[config.mk]
export PLATFORM = sky130hd
export DESIGN_NAME = eiv_ctrl
export DESIGN_NICKNAME = d
export VERILOG_FILES = /design/src/eiv_ext_latch.v /design/src/eiv_ctrl.v
export VERILOG_INCLUDE_DIRS = /design/src
export SDC_FILE = /design/constraint.sdc
export NUM_CORES = 1
export LEC_CHECK = 0
export BUFFER_PORTS_ARGS = -buffer_cell sky130_fd_sc_hd__buf_2
export CAP_MARGIN = 10
export CELL_PAD_IN_SITES_DETAIL_PLACEMENT = 1
export CELL_PAD_IN_SITES_GLOBAL_PLACEMENT = 1
export CORE_AREA = 3 3 131 70
export DETAILED_ROUTE_END_ITERATION = 12
export DIE_AREA = 0 0 134 73
export PLACE_DENSITY = 0.79
export SLEW_MARGIN = 5
export SYNTH_ARGS = -nofsm -noshare
export SYNTH_HDL_FRONTEND = slang
export SYNTH_SLANG_ARGS = --single-unit
[constraint.sdc]
create_clock -name clock -period 1.5 [get_ports clock]
set_clock_uncertainty 0.1 [all_clocks]
set_input_delay 0 -clock clock [delete_from_list [all_inputs] [get_ports clock]]
set_output_delay 0 -clock clock [all_outputs]
set_load 0.01 [all_outputs]
[src/eiv_defines.vh]
`ifndef EIV_DEFINES_VH
`define EIV_DEFINES_VH
// Summary of operation
// - Pending requests other than reset are acted on only at instruction boundaries.
// - Two-byte vectors: reset 1FFE, trap 1FFC, external 1FFA, down to analog 1FF2.
// - Simultaneous requests vector by rank: reset, external, timers, serial, analog.
// - Running service routine is preempted only after it clears the global mask.
// - Accept: push registers, then set global mask, then load PC from vector.
// - Return from interrupt pulls registers in reverse stacking order.
// - Software trap always enters its sequence, ignoring the global mask.
// - External servicing blocked by set global mask or cleared external enable.
// - At instruction end, latch set, mask clear, enable set starts the sequence.
// - External latch clears during vector fetch; later requests are caught.
// - Request pin sensitivity is build-time: falling edge, or edge plus level.
// - Edge-plus-level: falling edge or sustained low sets the latch.
// - Edge-only: pin must return high and fall again before another request.
// - With port option, rising edge on any port pin sets the same latch.
// - Port pins share the request pin's sensitivity choice.
// - Edge-plus-level: rising edge or sustained high on a port pin sets latch.
// - Edge-only: port pin must return low and rise again for another request.
// - Any port pin high masks request pin and other port pins until all low.
// - Request pin low masks the port pins until it returns high.
// - External request arriving under set mask stays latched until the mask clears.
// - Pending flag clears on vector fetch or writing one to clear bit; reads zero.
// - Reset sets the external enable and clears the pending flag.

// Register offsets on the plain register port
`define EIV_ADDR_ISC 8'h0a
`define EIV_ADDR_SEQ 8'h0b

// Field positions in the external status and control register
`define EIV_BIT_ENABLE 1
`define EIV_BIT_CLEAR 2
`define EIV_BIT_FLAG 3

// Reset values
`define EIV_ENABLE_RESET 1'b1
`define EIV_MASK_RESET 1'b1

// Interrupt mask position inside the condition flags byte
`define EIV_CCR_MASK_BIT 3

// Vector table top; each source sits two bytes below the previous
`define EIV_VEC_TOP 16'h1ffe

// Source codes, also the vector slot index
`define EIV_SRC_RESET 3'h0
`define EIV_SRC_TRAP 3'h1
`define EIV_SRC_EXT 3'h2
`define EIV_SRC_CTIMER 3'h3
`define EIV_SRC_PTIMER 3'h4
`define EIV_SRC_SERIAL 3'h5
`define EIV_SRC_ANALOG 3'h6

// Index of the last byte moved per stacking or unstacking; five bytes move
`define EIV_STACK_LAST 3'h4

// Build-time options
`define EIV_LEVEL_SENSE 1'b0
`define EIV_PORT_INT_EN 1'b1
`endif

[src/eiv_ext_latch.v]
`timescale 1ns/1ps
`include "eiv_defines.vh"

// External request front end: request pin and port pins into one latch
module eiv_ext_latch #(
    parameter LEVEL_SENSE = `EIV_LEVEL_SENSE,
    parameter PORT_INT_EN = `EIV_PORT_INT_EN
) (
    input wire clock,
    input wire rst,
    input wire irq_n_pin,
    input wire [3:0] port_pins,
    input wire clear,
    output reg ext_pending_flag
);

    reg line_prev_reg;
    wire port_any;
    wire line_now;
    wire set_req;

    // Both sources merge into one wired line, so while one holds it the
    // other cannot make a new edge
    assign port_any = (PORT_INT_EN != 0) & (|port_pins);
    assign line_now = (~irq_n_pin) | port_any;

    // Edge-only needs a fresh rise of the merged line; level mode also sets
    // while the line is held
    assign set_req = (LEVEL_SENSE != 0) ? line_now :
        (line_now & ~line_prev_reg);

    // Previous line resets as asserted so a pin held at reset makes no edge
    always @(posedge clock) begin
        if (rst) begin
            line_prev_reg <= 1'b1;
        end else begin
            line_prev_reg <= line_now;
        end
    end

    // Set wins over clear so a request in the clearing cycle survives
    always @(posedge clock) begin
        if (rst) begin
            ext_pending_flag <= 1'b0;
        end else if (set_req) begin
            ext_pending_flag <= 1'b1;
        end else if (clear) begin
            ext_pending_flag <= 1'b0;
        end
    end

endmodule // eiv_ext_latch

[src/eiv_ctrl.v]
// Our own choices: the placing of the registers and strobed register access.
`timescale 1ns/1ps
`include "eiv_defines.vh"

// Interrupt recognition, priority and vectoring sequencer
module eiv_ctrl #(
    parameter LEVEL_SENSE = `EIV_LEVEL_SENSE,
    parameter PORT_INT_EN = `EIV_PORT_INT_EN
) (
    input wire clock,
    input wire rst,
    input wire [7:0] reg_addr,
    input wire [7:0] reg_wdata,
    input wire reg_wr,
    input wire reg_rd,
    output reg [7:0] reg_rdata,
    input wire irq_n_pin,
    input wire port_int_pin_0,
    input wire port_int_pin_1,
    input wire port_int_pin_2,
    input wire port_int_pin_3,
    input wire instr_end,
    input wire software_trap,
    input wire return_from_interrupt_instr,
    input wire mask_set_cmd,
    input wire mask_clear_cmd,
    input wire reset_req,
    input wire ctimer_req,
    input wire ptimer_req,
    input wire serial_req,
    input wire analog_req,
    output reg stk_push,
    output reg stk_pull,
    output reg [2:0] stk_sel,
    input wire [7:0] stk_ccr_in,
    output reg mem_rd,
    output reg [15:0] mem_addr,
    input wire [7:0] mem_rdata,
    output reg pc_load,
    output reg [15:0] pc_value,
    output reg seq_busy,
    output reg global_mask,
    output reg ext_pending_out
);

    localparam ST_IDLE = 3'h0;
    localparam ST_PUSH = 3'h1;
    localparam ST_SETI = 3'h2;
    localparam ST_VECH = 3'h3;
    localparam ST_VECL = 3'h4;
    localparam ST_VCAP = 3'h5;
    localparam ST_LOAD = 3'h6;
    localparam ST_PULL = 3'h7;

    // Sequencer state and its next values
    reg [2:0] state_reg;
    reg [2:0] state_next;
    reg [2:0] src_reg;
    reg [2:0] src_next;
    reg [2:0] cnt_reg;
    reg [2:0] cnt_next;
    reg [7:0] vec_hi_reg;
    reg [7:0] vec_hi_next;

    // Next values of the registered outputs
    reg mask_next;
    reg stk_push_next;
    reg stk_pull_next;
    reg [2:0] stk_sel_next;
    reg mem_rd_next;
    reg [15:0] mem_addr_next;
    reg pc_load_next;
    reg [15:0] pc_value_next;
    reg fetch_clear_next;
    reg fetch_clear_reg;

    // Front end, enable and request qualification
    reg ext_enable_reg;
    wire ext_flag;
    wire sw_clear;
    wire ext_clear;
    wire ext_ready;
    wire other_ready;
    wire [2:0] pick_src;
    wire pick_any;

    // Vector slot address: two bytes per source below the table top
    function [15:0] vec_addr;
        input [2:0] src;
        begin
            vec_addr = `EIV_VEC_TOP - {12'h000, src, 1'b0};
        end
    endfunction

    // Status byte: enable and pending flag in their fields; clear bit and
    // unused bits always read zero
    function [7:0] isc_byte;
        input en;
        input flag;
        begin
            isc_byte = 8'h00;
            isc_byte[`EIV_BIT_ENABLE] = en;
            isc_byte[`EIV_BIT_FLAG] = flag;
        end
    endfunction

    // Software clear of the pending flag: only a written one acts
    assign sw_clear = reg_wr & (reg_addr == `EIV_ADDR_ISC) &
        reg_wdata[`EIV_BIT_CLEAR];
    assign ext_clear = sw_clear | fetch_clear_reg;

    // One latch serves both the request pin and the port pins
    eiv_ext_latch #(
        .LEVEL_SENSE(LEVEL_SENSE),
        .PORT_INT_EN(PORT_INT_EN)
    ) u_latch (
        .clock(clock),
        .rst(rst),
        .irq_n_pin(irq_n_pin),
        .port_pins({port_int_pin_3, port_int_pin_2, port_int_pin_1, port_int_pin_0}),
        .clear(ext_clear),
        .ext_pending_flag(ext_flag)
    );

    // Request qualification against the global mask and local enable;
    // the mask set on entry is what keeps a higher source from preempting
    assign ext_ready = ext_flag & ext_enable_reg & ~global_mask;
    // Peripheral requests have no latch here: one dropped before the boundary
    // is lost, so sources must hold their request until served
    assign other_ready = ~global_mask &
        (ctimer_req | ptimer_req | serial_req | analog_req);
    assign pick_any = ext_ready | other_ready;

    // Fixed priority encoder, external highest among maskable sources;
    // analog is the fall-through, so the result only counts with pick_any
    function [2:0] pick_source;
        input ext_ok;
        input ct;
        input pt;
        input se;
        begin
            if (ext_ok) begin
                pick_source = `EIV_SRC_EXT;
            end else if (ct) begin
                pick_source = `EIV_SRC_CTIMER;
            end else if (pt) begin
                pick_source = `EIV_SRC_PTIMER;
            end else if (se) begin
                pick_source = `EIV_SRC_SERIAL;
            end else begin
                pick_source = `EIV_SRC_ANALOG;
            end
        end
    endfunction

    assign pick_src = pick_source(ext_ready, ctimer_req, ptimer_req, serial_req);

    // Sequencer next-state logic
    always @* begin
        state_next = state_reg;
        src_next = src_reg;
        cnt_next = cnt_reg;
        vec_hi_next = vec_hi_reg;
        mask_next = global_mask;
        stk_push_next = 1'b0;
        stk_pull_next = 1'b0;
        stk_sel_next = stk_sel;
        mem_rd_next = 1'b0;
        mem_addr_next = mem_addr;
        pc_load_next = 1'b0;
        pc_value_next = pc_value;
        fetch_clear_next = 1'b0;
        case (state_reg)
            ST_IDLE: begin
                // Core mask commands only act between sequences
                // Set wins when both commands arrive together
                if (mask_set_cmd) begin
                    mask_next = 1'b1;
                end else if (mask_clear_cmd) begin
                    mask_next = 1'b0;
                end
                // Decisions are made only on the instruction boundary strobe
                if (instr_end) begin
                    cnt_next = 3'h0;
                    // Trap first, then return, then maskable sources
                    if (software_trap) begin
                        src_next = `EIV_SRC_TRAP;
                        state_next = ST_PUSH;
                    end else if (return_from_interrupt_instr) begin
                        state_next = ST_PULL;
                    end else if (pick_any) begin
                        src_next = pick_src;
                        state_next = ST_PUSH;
                    end
                end
            end
            ST_PUSH: begin
                // Low program counter first, condition flags last
                stk_push_next = 1'b1;
                stk_sel_next = cnt_reg;
                cnt_next = cnt_reg + 3'h1;
                if (cnt_reg == `EIV_STACK_LAST) begin
                    state_next = ST_SETI;
                end
            end
            ST_SETI: begin
                // Mask goes up after the old flags are safely stacked
                mask_next = 1'b1;
                state_next = ST_VECH;
            end
            ST_VECH: begin
                mem_rd_next = 1'b1;
                mem_addr_next = vec_addr(src_reg);
                // External latch drops as its vector is fetched
                if (src_reg == `EIV_SRC_EXT) begin
                    fetch_clear_next = 1'b1;
                end
                state_next = ST_VECL;
            end
            ST_VECL: begin
                // Odd address holds the low byte of the pair
                mem_rd_next = 1'b1;
                mem_addr_next = vec_addr(src_reg) | 16'h0001;
                state_next = ST_VCAP;
            end
            ST_VCAP: begin
                // High byte returns the cycle after its strobe
                vec_hi_next = mem_rdata;
                state_next = ST_LOAD;
            end
            ST_LOAD: begin
                // Pair complete; the core takes the new program counter here
                pc_load_next = 1'b1;
                pc_value_next = {vec_hi_reg, mem_rdata};
                state_next = ST_IDLE;
            end
            ST_PULL: begin
                // Reverse order: flags first, low program counter last
                stk_pull_next = 1'b1;
                stk_sel_next = `EIV_STACK_LAST - cnt_reg;
                cnt_next = cnt_reg + 3'h1;
                // Flags byte arrives two cycles after its pull decision
                if (cnt_reg == 3'h2) begin
                    mask_next = stk_ccr_in[`EIV_CCR_MASK_BIT];
                end
                if (cnt_reg == `EIV_STACK_LAST) begin
                    state_next = ST_IDLE;
                end
            end
            default: begin
                state_next = ST_IDLE;
            end
        endcase
        // Reset request wins over anything in flight, including stacking
        // Bytes already stacked by an aborted entry are simply abandoned
        if (reset_req) begin
            src_next = `EIV_SRC_RESET;
            state_next = ST_VECH;
            mask_next = 1'b1;
            stk_push_next = 1'b0;
            stk_pull_next = 1'b0;
            mem_rd_next = 1'b0;
            pc_load_next = 1'b0;
            fetch_clear_next = 1'b0;
        end
    end

    // Sequencer registers; after reset the reset vector is fetched first
    always @(posedge clock) begin
        if (rst) begin
            state_reg <= ST_VECH;
            src_reg <= `EIV_SRC_RESET;
            cnt_reg <= 3'h0;
            vec_hi_reg <= 8'h00;
            global_mask <= `EIV_MASK_RESET;
            stk_push <= 1'b0;
            stk_pull <= 1'b0;
            stk_sel <= 3'h0;
            mem_rd <= 1'b0;
            mem_addr <= 16'h0000;
            pc_load <= 1'b0;
            pc_value <= 16'h0000;
            fetch_clear_reg <= 1'b0;
            seq_busy <= 1'b1;
        end else begin
            state_reg <= state_next;
            src_reg <= src_next;
            cnt_reg <= cnt_next;
            vec_hi_reg <= vec_hi_next;
            global_mask <= mask_next;
            stk_push <= stk_push_next;
            stk_pull <= stk_pull_next;
            stk_sel <= stk_sel_next;
            mem_rd <= mem_rd_next;
            mem_addr <= mem_addr_next;
            pc_load <= pc_load_next;
            pc_value <= pc_value_next;
            fetch_clear_reg <= fetch_clear_next;
            // Busy tracks the next state, so it rises one cycle before the first pulse
            seq_busy <= (state_next != ST_IDLE);
        end
    end

    // External enable is software writable and comes up set
    // Any write to the status register rewrites the enable bit
    always @(posedge clock) begin
        if (rst) begin
            ext_enable_reg <= `EIV_ENABLE_RESET;
        end else if (reg_wr && (reg_addr == `EIV_ADDR_ISC)) begin
            ext_enable_reg <= reg_wdata[`EIV_BIT_ENABLE];
        end
    end

    // Pending flag mirrored on a pin, one cycle behind the latch
    // The extra flop keeps the output straight from a register
    always @(posedge clock) begin
        if (rst) begin
            ext_pending_out <= 1'b0;
        end else begin
            ext_pending_out <= ext_flag;
        end
    end

    // Read data stand one cycle after the strobe; clear bit reads zero,
    // unmapped offsets read zero
    always @(posedge clock) begin
        if (rst) begin
            reg_rdata <= 8'h00;
        end else if (reg_rd) begin
            // Only mapped offsets return data
            case (reg_addr)
                `EIV_ADDR_ISC: begin
                    reg_rdata <= isc_byte(ext_enable_reg, ext_flag);
                end
                `EIV_ADDR_SEQ: begin
                    reg_rdata <= {global_mask, seq_busy, state_reg, src_reg};
                end
                default: begin
                    reg_rdata <= 8'h00;
                end
            endcase
        end else begin
            reg_rdata <= 8'h00;
        end
    end

endmodule // eiv_ctrl

==> impl_metrics.py <==
metrics = {
    "sta": {
        "slew_violations": 0,
        "totalNegativeSetupSlack_ns": -0.3297,
        "post-route-period-util": 1.074,
        "setup_violations": 6,
        "hold-worst-slack_ns": 0.05899,
        "min_period_ns": 1.611,
        "hold_viol": 0,
        "timing.final.ws_setup_ns": -0.1112,
        "timing.fmax_mhz": 620.7,
        "rsz0062_at_grt": "yes",
    },
    "worst_setup_path": {
        "arrival_ns": 1.75,
        "crit_chain": "buf_12, nor4b_4, buf_6, o211ai_1, a211oi_2",
        "r2r-end": "src_reg[0]",
        "r2r_start": "state_reg[0]",
        "worst-setup-path-type": "reg -> reg",
        "critPathRequiredTime_ns": 1.64,
        "startpoint": "state_reg[0]",
        "slowest_stage": "dfxtp_2",
        "cp_max_fo": 8,
        "worst-r2r-cell-count": 5,
        "start_kind": "flop",
        "r2r_slack_ns": -0.11,
        "critPathMaxStageDelay_ns": 0.34,
        "cp-end-kind": "flop",
    },
    "worst_hold_path": {
        "hold_path_class": "in -> reg",
        "hold_path_end": "u_latch.ext_pending_flag",
        "hp-start": "port_int_pin_1",
        "hold_depth": 4,
    },
    "layout": {
        "largest_reg_flops": 16,
        "layout-drive-gt1-share": 0.3875,
        "area_growth_pct": 52.86,
        "nets": 450,
        "final_cell_area_um2": 3810,
        "final_core_util": 0.4779,
        "fin_cells": 513,
    },
    "yosys": {
        "async_flop_share": 0,
        "synth_top_flop_cell": "dfxtp_1",
        "synthesis.area_um2": 2492,
        "yosysMostFrequentCell": "dfxtp_1",
        "synthTopCellsByArea": "dfxtp_1 48%, nand2_1 6.3%, mux2i_1 6.0%",
        "synth.distinct_cells": 49,
        "ys_ff_latch": 60,
        "synth_largest_area_cell": "dfxtp_1",
        "avgSynthCellArea_um2": 9.096,
        "seq_area_frac_synth": 0.4819,
        "yosys-top-cells-count": "60 x dfxtp_1, 42 x nand2_1, 34 x nor2_1, 21 x a21oi_1, 15 x mux2i_1",
        "synth-edff-count": 0,
        "ys_warn_count": 0,
        "syn-instance-count": 274,
        "synth_top_area_share": 0.4819,
    },
    "die": {
        "ios": 101,
        "dieHeight_um": 73,
        "rows": 23,
        "initial_core_util": 0.3127,
        "die_x_um": 134,
        "design.die.area_um2": 9782,
        "coreArea_um2": 7971,
    },
    "routing": {
        "viasPerCell": 4.797,
        "ant_nets": 0,
        "route.detailed.drc": 0,
        "drt_iter0_markers": 149,
        "firstDrtPassIters": 5,
        "via_count": 2461,
        "drt_wl_total_um": 9151,
        "wl_per_cell_um": 17.84,
    },
    "placement": {
        "dp_worst_setup_slack_ns": -0.06108,
        "dp.cells": 468,
        "place_area_um2": 3083,
        "portBuffers": 84,
        "dp_hpwl_um": 5081,
        "place_congestion": 0.8172,
    },
    "outcome": {
        "outcome": "finished, violations left",
        "violations": "negative setup slack",
    },
    "cts": {
        "cts_max_level": 3,
        "cts_tree": "done",
        "clk_latency_ns": 0.33,
        "cts_root_buffer": "clkbuf_16",
        "cts.path.max_buffers": 2,
        "clock_sinks": 60,
        "cts_buffers": 9,
        "clk_transition_reported_paths_ns": 0.06,
    },
    "grt": {
        "grt_pass1_vias": 2455,
        "grt_usage": 0.1731,
        "grt_pass1_wl_um": 12950,
        "use_met2": 0.3052,
        "busiest_layer": "met2",
        "use_met3": 0.05579,
        "antenna_found_initial": 1,
        "overflow": 0,
        "met1_usage": 0.1936,
        "grt_max_degree": 36,
    },
    "power": {
        "power-per-cell-area_nw_per_um2": 1179,
        "p_leak_nw": 1.713,
        "power_mw": 4.491,
        "ir_worst_vdd_uv": 642.3,
    },
    "flow_run": {
        "max-cap-violations": 0,
    },
}
==> critical path: cells and delay by family, from the launching register on <==
family | cells | cell delay (ns)
flip-flops | 1 | 0.34
AO/OA/AOI/OAI | 2 | 0.50
AND/OR/NAND/NOR | 1 | 0.26
buffers and inverters | 2 | 0.31
==> area by class of cell <==
cell class                 instances  area [µm²]
antenna                            1       2.502
clock inverter                     6       87.58
inverter                           5       18.77
timing repair buffer             133       892.1
multi-input combinational        186        1217
sequential                        60        1212
fill                             950        4161
tap                              112       140.1
clock buffer                      10       239.0
==> routing by layer <==
layer  routed length [µm]  vias up
met1                 3803     1190
met3                  405       31
met2                 4627       79
met5                    0        -
li1                     -     1161
met4                  315        0
==> kinds of logic (layout without fill, tap and decap cells) <==
family	after synthesis	count (layout)	share of synthesized area
AO/OA/AOI/OAI	48	48	0.1280
XOR/XNOR	2	2	0.007029
adder cells (fa/ha/maj)	4	4	0.02008
buffers and inverters	30	154	0.06777
flip-flops	60	60	0.4819
multiplexers	15	15	0.06024
other	1	4	0.001505
AND/OR/NAND/NOR	114	114	0.2334
==> where the power goes <==
group | total (mW) | internal [mW] | leakage [nW] | switching (mW)
sequential | 1.68 | 1.64 | 0.488 | 0.0415
combinational | 0.571 | 0.278 | 1.07 | 0.293
clock | 2.24 | 1.49 | 0.151 | 0.743
total | 4.49 | 3.41 | 1.71 | 1.08
==> what timing repair did <==
action | in CTS | in global routing
buffers inserted | 2 | 1
hold buffers | 25 | 0
hold endpoints to repair | 33 | 0
endpoints found under the setup margin | 25 | 33
pin swaps | 0 | 10
resized for setup | 7 | 28
==> placed cells by master, fill, tap and decap left out, types with 3 or more instances in the layout <==
cell and n:
buf_2 83, dfxtp_1 55, nand2_1 42, nor2_1 32, dlygate4sd3_1 25, a21oi_1 21, buf_4 17, mux2i_1 15
and2_1 9, clkbuf_16 9, buf_6 7, nand3b_1 5, a211oi_2 5, inv_1 3, nand4_1 3, conb_1 3
clkinvlp_4 3, dfxtp_2 3
==> how the worst max path moves through the flow <==
stage	slack, ns	end	cells after the start
finish	-0.11	src_reg[0]	5
CTS	0.001	stk_sel[0]	4
floorplan	0.0004	cnt_reg[1]	6
global placement	0.008	seq_busy	5
global route	-0.14	src_reg[0]	5
detailed placement	-0.06	mem_addr[1]	5
No activity file was read; power rests on OpenSTA's default activity.
